--- src/kmp_pkg.sv ---
// Package with constants and carrier types for the keyer message playback control.
package kmp_pkg;

  // ---------------------------------------------------------------
  // Timing
  // ---------------------------------------------------------------
  localparam int unsigned CLK_HZ = 200_000_000;
  // Contacts must stay put this long before a change is believed.
  localparam int unsigned DEBOUNCE_US = 5;
  localparam int unsigned DEBOUNCE_CYCLES = CLK_HZ / 1_000_000 * DEBOUNCE_US;
  // The power-up dash strap is judged once, after two debounce intervals.
  localparam int unsigned STRAP_CYCLES = 2 * DEBOUNCE_CYCLES;
  localparam int unsigned ARM_WINDOW_MS = 1000;
  localparam int unsigned ARM_WINDOW_CYCLES = CLK_HZ / 1000 * ARM_WINDOW_MS;
  localparam int unsigned MSG_MAX_CHARS = 63;
  localparam int unsigned CHAR_IDX_W = 6;

  // ---------------------------------------------------------------
  // Register bus
  // ---------------------------------------------------------------
  localparam logic [7:0] ADDR_CTRL = 8'h00;
  localparam logic [7:0] ADDR_STATUS = 8'h04;
  localparam logic [7:0] ADDR_LEN1 = 8'h08;
  localparam logic [7:0] ADDR_LEN2 = 8'h0C;
  localparam logic [7:0] ADDR_CHAR = 8'h10;
  localparam logic [31:0] CTRL_RESET = 32'h0000_0000;

  // ---------------------------------------------------------------
  // Types
  // ---------------------------------------------------------------
  typedef enum logic [2:0] {KMP_IDLE, KMP_SELECT, KMP_ARM, KMP_PLAY, KMP_GAP, KMP_SPEED} kmp_state_e;

  typedef struct packed {
    logic dotN;
    logic dashN;
    logic selectN;
  } kmp_pins_s;

  typedef struct packed {
    logic psel;
    logic penable;
    logic pwrite;
    logic [7:0] paddr;
    logic [31:0] pwdata;
  } kmp_apb_req_s;

  typedef struct packed {
    logic pready;
    logic pslverr;
    logic [31:0] prdata;
  } kmp_apb_rsp_s;

endpackage

--- src/kmp_playback_ctrl.sv ---
// Message playback start, abort and straight key control for a morse keyer.
`timescale 1ns/1ps

// Behaviour
// - Button held: dash picks 1, dot picks 2
// - Paddle mode: empty slot on release enters speed mode
// - Either paddle closed aborts running playback
// - During playback, paddles sampled only in character gaps
// - Dash grounded at power-up: straight key mode
// - Straight key mode allows only message 1
// - Straight key: dot within 1 s plays 1
// - Tip is dot, ring dash, low closed
// - Paddle assignment fixed, no swap option
// - Each slot holds up to 63 characters
module kmp_playback_ctrl (
  // Clock and reset
  input wire logic clock,
  input wire logic rstn,
  input wire logic clkEn,
  // Jack and button pins, low when closed
  input wire kmp_pkg::kmp_pins_s pins,
  // Character engine handshake
  input wire logic charGap,
  input wire logic charDone,
  output logic charStart,
  output logic [kmp_pkg::CHAR_IDX_W-1:0] charIndex,
  // Keying and mode outputs
  output logic keyOut,
  output logic playing,
  output logic playSlot,
  output logic speedMode,
  output logic straightMode,
  // Register bus
  input wire kmp_pkg::kmp_apb_req_s apbReq,
  output kmp_pkg::kmp_apb_rsp_s apbRsp
);
  import kmp_pkg::*;

  // ---------------------------------------------------------------
  // Input synchronisers and debouncers
  // ---------------------------------------------------------------
  // The jack contacts and the button are asynchronous to the clock.
  // Each passes two flip-flops before anything reads it, so a change
  // that lands near an edge cannot split into two views of the pin.
  // Only the second stage feeds the debouncers and the strap logic.
  logic [2:0] syncA;
  logic [2:0] syncB;
  logic [2:0] closed;
  logic [2:0] closedQ;

  always_ff @(posedge clock or negedge rstn) begin
    if (!rstn) begin
      syncA <= 3'h7;
      syncB <= 3'h7;
    end else if (clkEn) begin
      syncA <= {pins.dotN, pins.dashN, pins.selectN};
      syncB <= syncA;
    end
  end

  // One debouncer per contact. The counter restarts whenever the pin
  // agrees with the accepted level, so only an unbroken run of the new
  // level as long as the debounce interval moves the accepted level.
  // Contact bounce shorter than that interval is ignored.
  genvar gi;
  generate
    for (gi = 0; gi < 3; gi++) begin : g_deb
      logic [22:0] cnt;
      always_ff @(posedge clock or negedge rstn) begin
        if (!rstn) begin
          cnt <= 23'h0;
          closed[gi] <= 1'b0;
        end else if (clkEn) begin
          if (!syncB[gi] == closed[gi]) begin
            cnt <= 23'h0;
          end else if (cnt == 23'(DEBOUNCE_CYCLES - 1)) begin
            cnt <= 23'h0;
            closed[gi] <= !syncB[gi];
          end else begin
            cnt <= cnt + 23'h1;
          end
        end
      end
    end
  endgenerate

  // Fixed tip/ring roles; no swap path exists.
  logic dotClosed;
  logic dashClosed;
  logic selClosed;
  assign dotClosed = closed[2];
  assign dashClosed = closed[1];
  assign selClosed = closed[0];

  always_ff @(posedge clock or negedge rstn) begin
    if (!rstn) begin
      closedQ <= 3'h0;
    end else if (clkEn) begin
      closedQ <= closed;
    end
  end

  // Edge detection works on the debounced levels. The delayed copy
  // resets to open, which is the idle level of every contact, so no
  // false press or release is seen as reset ends.
  logic selRelease;
  logic dotPress;
  assign selRelease = closedQ[0] && !selClosed;
  assign dotPress = dotClosed && !closedQ[2];

  // ---------------------------------------------------------------
  // Power-up straight key detection
  // ---------------------------------------------------------------
  // The dash contact is judged once, at a fixed point counted from reset,
  // by which time a contact grounded since power-up has been accepted as
  // closed. A dash press later in the run therefore never changes the mode.
  // The mode then holds until the next reset.
  logic strapDone;
  logic [23:0] strapCnt;

  always_ff @(posedge clock or negedge rstn) begin
    if (!rstn) begin
      strapCnt <= '0;
    end else if (clkEn && !strapDone) begin
      strapCnt <= strapCnt + 24'h1;
    end
  end

  always_ff @(posedge clock or negedge rstn) begin
    if (!rstn) begin
      strapDone <= 1'b0;
      straightMode <= 1'b0;
    end else if (clkEn && !strapDone && strapCnt == 24'(STRAP_CYCLES - 1)) begin
      strapDone <= 1'b1;
      straightMode <= dashClosed;
    end
  end

  // ---------------------------------------------------------------
  // Registers
  // ---------------------------------------------------------------
  logic [CHAR_IDX_W-1:0] len1;
  logic [CHAR_IDX_W-1:0] len2;
  logic wrEn;
  logic rdEn;
  assign wrEn = apbReq.psel && apbReq.penable && apbReq.pwrite;
  assign rdEn = apbReq.psel && apbReq.penable && !apbReq.pwrite;

  // Message lengths are written by software over the register bus.
  // Every access completes in its first access cycle, with no wait
  // state. A length above the slot capacity is stored as the capacity,
  // so playback can never run past the end of a slot.
  // A length of zero marks the slot as empty.
  function automatic logic [CHAR_IDX_W-1:0] clampLen(input logic [31:0] v);
    clampLen = (v > 32'(MSG_MAX_CHARS)) ? CHAR_IDX_W'(MSG_MAX_CHARS) : v[CHAR_IDX_W-1:0];
  endfunction

  always_ff @(posedge clock or negedge rstn) begin
    if (!rstn) begin
      len1 <= '0;
      len2 <= '0;
    end else if (clkEn && wrEn) begin
      if (apbReq.paddr == ADDR_LEN1) begin
        len1 <= clampLen(apbReq.pwdata);
      end
      if (apbReq.paddr == ADDR_LEN2) begin
        len2 <= clampLen(apbReq.pwdata);
      end
    end
  end

  logic known;
  logic [31:0] rdData;
  assign known = apbReq.paddr inside {ADDR_CTRL, ADDR_STATUS, ADDR_LEN1, ADDR_LEN2, ADDR_CHAR};

  // Read data is captured in the setup cycle, so it already stands
  // when the access cycle completes. It holds until the next read
  // setup. Unmapped addresses read as zero.
  always_ff @(posedge clock or negedge rstn) begin
    if (!rstn) begin
      rdData <= 32'h0;
    end else if (clkEn && apbReq.psel && !apbReq.penable && !apbReq.pwrite) begin
      unique case (apbReq.paddr)
        ADDR_STATUS: rdData <= {26'h0, playSlot, speedMode, straightMode, playing, dashClosed, dotClosed};
        ADDR_LEN1: rdData <= {26'h0, len1};
        ADDR_LEN2: rdData <= {26'h0, len2};
        ADDR_CHAR: rdData <= {26'h0, charIndex};
        default: rdData <= 32'h0;
      endcase
    end
  end

  assign apbRsp = '{pready: 1'b1, pslverr: (wrEn || rdEn) && !known, prdata: rdData};

  // ---------------------------------------------------------------
  // Playback state machine
  // ---------------------------------------------------------------
  // IDLE waits for the button. In paddle mode a held button leads to
  // SELECT, where the latest paddle picks the slot, dash over dot while both are closed; message 1 is the
  // default. Releasing the button starts playback, or enters code speed
  // adjustment when the picked slot is empty. In straight key mode the
  // button release opens the ARM window instead. PLAY requests one
  // character at a time; GAP waits between characters and is the only
  // place where the paddles can end playback early. SPEED is left by a
  // control register write with bit 0 set.
  kmp_state_e state;
  logic pickSlot;
  logic [27:0] armCnt;
  logic speedExit;
  assign speedExit = wrEn && apbReq.paddr == ADDR_CTRL && apbReq.pwdata[0];

  always_ff @(posedge clock or negedge rstn) begin
    if (!rstn) begin
      state <= KMP_IDLE;
      pickSlot <= 1'b0;
      playSlot <= 1'b0;
      charIndex <= '0;
      armCnt <= '0;
    end else if (clkEn) begin
      unique case (state)
        KMP_IDLE: begin
          pickSlot <= 1'b0;
          if (straightMode && selRelease) begin
            armCnt <= '0;
            state <= KMP_ARM;
          end else if (!straightMode && selClosed) begin
            state <= KMP_SELECT;
          end
        end
        KMP_SELECT: begin
          if (dashClosed) begin
            pickSlot <= 1'b0;
          end else if (dotClosed) begin
            pickSlot <= 1'b1;
          end
          if (!selClosed) begin
            playSlot <= pickSlot;
            charIndex <= '0;
            if ((pickSlot ? len2 : len1) == '0) begin
              state <= KMP_SPEED;
            end else begin
              state <= KMP_PLAY;
            end
          end
        end
        // Only message 1 can be reached here, because the key drives the
        // dot contact. A dot press with an empty slot, or no press within
        // the window, returns to IDLE.
        KMP_ARM: begin
          armCnt <= armCnt + 28'h1;
          if (dotPress && len1 != '0) begin
            playSlot <= 1'b0;
            charIndex <= '0;
            state <= KMP_PLAY;
          end else if (armCnt == 28'(ARM_WINDOW_CYCLES - 1) || dotPress) begin
            state <= KMP_IDLE;
          end
        end
        KMP_PLAY: begin
          if (charDone) begin
            charIndex <= charIndex + CHAR_IDX_W'(1);
            state <= KMP_GAP;
          end
        end
        // A paddle closed outside the gap is not acted on, so the operator
        // must hold it until the engine reports the gap between characters.
        // The message ends once every stored character has been sent.
        KMP_GAP: begin
          if (charGap && (dotClosed || dashClosed)) begin
            state <= KMP_IDLE;
          end else if (charIndex == (playSlot ? len2 : len1)) begin
            state <= KMP_IDLE;
          end else if (charGap) begin
            state <= KMP_PLAY;
          end
        end
        KMP_SPEED: begin
          if (speedExit) begin
            state <= KMP_IDLE;
          end
        end
      endcase
    end
  end

  assign charStart = state == KMP_PLAY;
  assign playing = state == KMP_PLAY || state == KMP_GAP;
  assign speedMode = state == KMP_SPEED;

  // ---------------------------------------------------------------
  // Straight key pass-through
  // ---------------------------------------------------------------
  // In straight key mode the dot contact keys the transmitter directly.
  // While a stored message plays the key is not passed through, so the
  // two keying sources overlap only in the first playback cycle, while keyOut
  // still holds the dot press that started it. The output is registered so it
  // carries no decode glitches.
  always_ff @(posedge clock or negedge rstn) begin
    if (!rstn) begin
      keyOut <= 1'b0;
    end else if (clkEn) begin
      keyOut <= straightMode && !playing && dotClosed;
    end
  end

endmodule

--- config.mk ---
export PLATFORM = sky130hd
export DESIGN_NAME = kmp_playback_ctrl
export DESIGN_NICKNAME = d
export VERILOG_FILES = /design/src/kmp_pkg.sv /design/src/kmp_playback_ctrl.sv
export SDC_FILE = /design/constraint.sdc
export NUM_CORES = 1
export LEC_CHECK = 0
export BUFFER_PORTS_ARGS = -buffer_cell sky130_fd_sc_hd__buf_2
export CAP_MARGIN = 20
export CORE_ASPECT_RATIO = 2
export CORE_MARGIN = 3
export CORE_UTILIZATION = 35
export CTS_BUF_LIST = sky130_fd_sc_hd__clkbuf_8
export DETAILED_ROUTE_END_ITERATION = 12
export PLACE_DENSITY_LB_ADDON = 0.05
export RECOVER_POWER = 50
export SLEW_MARGIN = 40
export SYNTH_ARGS = -nofsm -noshare
export SYNTH_HDL_FRONTEND = slang
export SYNTH_SLANG_ARGS = --single-unit
--- constraint.sdc ---
create_clock -name clock -period 2.7 [get_ports clock]
set_input_delay 0.54 -clock clock [delete_from_list [all_inputs] [get_ports clock]]
set_output_delay 0.54 -clock clock [all_outputs]
set_load 0.005 [all_outputs]
==> results_dict.tcl <==
set metrics [dict create \
    leakagePower_nw 4.43 \
    vdd_drop_max_mv 0.359 \
    grt_pass1_wl_um 38300 \
    clock.fmax_mhz 402 \
    synth_flop_cell "dfrtp_1" \
    dieArea_sq_um 27400 \
    fillers 2601 \
    clk_pin_slew_ps 90 \
    skew_ps 15.3 \
    multi_input_area_sq_um 4440 \
    ys_types 63 \
    groute.usage.overall_pct 17.4 \
    slew_headroom_pct 23.6 \
    rsz0062_at_grt "false" \
    worstSetupPathType "reg2out" \
    cp_max_fo 15 \
    clk_latency_ps 480 \
    drt_iter0_drc 339 \
    gp_congestion 0.812 \
    die_y_um 231 \
    hold_violations 0 \
    rows 81 \
    path_buf_inv 2 \
    finalCritPeriodShare_pct 92.1 \
    diodes 0 \
    synth_area_per_cell_sq_um 9.41 \
    startpoint_type "flop" \
    io_pins 97 \
    fin_tns_setup_ps 0 \
    cts_tree "done" \
    synthCells 943 \
    drive_gt1_share_pct 16.1 \
    fp.dieW_um 119 \
    setup_viol 0 \
    ys_seq_area_share_pct 46.3 \
    io_buffers 69 \
    grt_pass1_vias 7420 \
    dpl.hpwl_um 17400 \
    tightest_slew_ps 1150 \
    cp_slowest_cell "dfrtp_1" \
    cts-hold-fix-buffers 1 \
    seq_area_sq_um 4110 \
    drc 0 \
    wirelength_um 23200 \
    grt_max_degree 82 \
    ys_warn_count 0 \
    maxSlewViolCount 0 \
    core-area_sq_um 24700 \
    synthArstFlopShare_pct 100 \
    postRouteAntennaNets 0 \
    whs_ps 295 \
    root_buffer "clkbuf_8" \
    max-cap-violations 0 \
    antenna_found_initial 0 \
    firstDrtPassIters 5 \
    num_vias 7133 \
    required_ps 2160 \
    grt_overflow_total 0 \
    end_kind "output port" \
    crit_chain "nor2b_1, nand2_1, inv_1, buf_2" \
    worstPathArrival_ps 1950 \
    nNetsFinal 1081 \
    synth_edf_count 0 \
    synth_seq_cells 164 \
    hp-class "in2reg" \
    cts_max_level 4 \
    cts_buffers 17 \
    critPathMaxStageDelay_ps 700 \
    vias_per_cell 5.21 \
    clock_sinks 164 \
    start_util_pct 35.9 \
    netlist_area_sq_um 8870 \
    cts_setup_buffers 0 \
    post_drt_wl_per_cell_um 17.0 \
    area_growth_pct 13.1 \
    powerDensity_nw_per_um2 566 \
    status "finished, final reports clean" \
    post-route-min-period_ps 2490 \
    cpLargestDelayFamily "flip-flops" \
    cts-resized-gates 0 \
    clock_path_buffers 2 \
]
==> power breakdown <==
group          switching (mW)  total, mW  internal (mW)  leakage (nW)
logic                   0.550      0.964          0.414          2.01
clock network           0.943       1.90          0.957         0.196
registers               0.208       2.82           2.61          2.22
total                    1.70       5.68           3.98          4.43
==> state kept, by name, indices dropped and copies added, names as in the netlist, 2 cells and up <==
name	flops
state	3
len2	6
rdData	6
closedQ	2
syncA	3
len1	6
charIndex	6
syncB	3
armCnt	28
strapCnt	24
g_deb.cnt	69
==> through the flow <==
stage	instances	utilization (%)	worst slack (ps)	instance area (sq um)	total power [mW]
6_report	1368	40.6	212	10000	5.68
5_1_grt	1368	40.6	23.3	10000	6.02
4_1_cts	1368	40.7	155	10100	5.81
3_5_place_dp	1336	39.0	93.7	9650	3.86
3_3_place_gp	1336	39.0	115	9650	3.85
2_1_floorplan	968	-	368	8970	3.49
==> synthesized netlist by cell type, types with 8 or more instances <==
cell type,number,share of area [%]
a21oi_1,38,2.1
a22o_1,10,0.99
a31oi_1,23,1.6
and2_1,10,0.70
and3_1,33,2.3
and4_1,13,1.3
buf_2,8,0.45
buf_4,28,2.4
clkbuf_1,28,1.2
dfrtp_1,158,45
inv_1,19,0.80
mux2_2,13,1.6
mux2i_1,15,1.7
nand2_1,68,2.9
nand2b_1,17,1.2
nand3_1,49,2.8
nand4_1,28,2.0
nor2_1,85,3.6
nor2b_1,10,0.70
nor3_1,16,0.90
nor4_1,27,1.9
o21ai_0,83,4.7
o31ai_1,14,1.2
xnor2_1,38,3.8
xor2_1,32,3.2
==> placed cells by master, fill, tap and decap left out, types with 19 or more instances in the layout <==
cell / instances
nand4_1: 28
dfrtp_1: 158
nor2_1: 85
and3_1: 33
clkbuf_8: 19
buf_4: 26
nand2_1: 68
o21ai_0: 83
nand3_1: 49
conb_1: 27
inv_1: 19
nor4_1: 27
xnor2_1: 38
xor2_1: 32
a21oi_1: 38
buf_2: 67
a31oi_1: 23
==> final cells by class <==
cell class	instances	area share, %
inverters	19	0.710
repair buffers	102	5.81
well taps	332	4.14
multi-input cells	720	44.2
clock buffers	19	2.60
flip-flops and latches	164	40.9
clock inverters	12	1.55
==> cell families after synthesis <==
kind of cell / Yosys count / synth area share [%]
and+or+nand+nor: 383 / 23.1
other: 2 / 0.0846
muxes: 29 / 3.47
DFF: 164 / 46.3
xor gates and xnor gates: 70 / 6.91
adders and majority gates: 6 / 0.846
buffers and inverters: 84 / 4.85
AOI/OAI and AO/OA: 205 / 14.5
==> path summary, 6_finish.rpt <==
kind | start | end | slack, ps | cells past startpoint
hold / removal | pins[2] | syncA[2] | 300 | 2
hold reg to reg | strapCnt[23] | strapCnt[23] | 480 | 1
setup reg to reg | armCnt[18] | state[2] | 360 | 6
max in group asynchronous | rstn | g_deb[1].cnt[10] | 730 | 3
setup / recovery | state[1] | charStart | 210 | 4
min in group asynchronous | rstn | strapCnt[12] | 490 | 2
==> per-layer routing <==
layer	up-vias	wire length [um]	track usage [%]
met1	3493	8670	18.3
met5	-	0	0
met3	29	464	2.64
met4	0	475	6.89
li1	3514	-	-
met2	97	13600	34.0
==> worst reg2reg max path: stages (launching register included) <==
cell and delay, ps:
dfrtp_1 450, or4b_2 650, nor4_1 200, a31oi_1 190, nor4_2 210, o31a_2 230
mux2_1 310
Note: power is estimated with default switching activity, not from simulation.
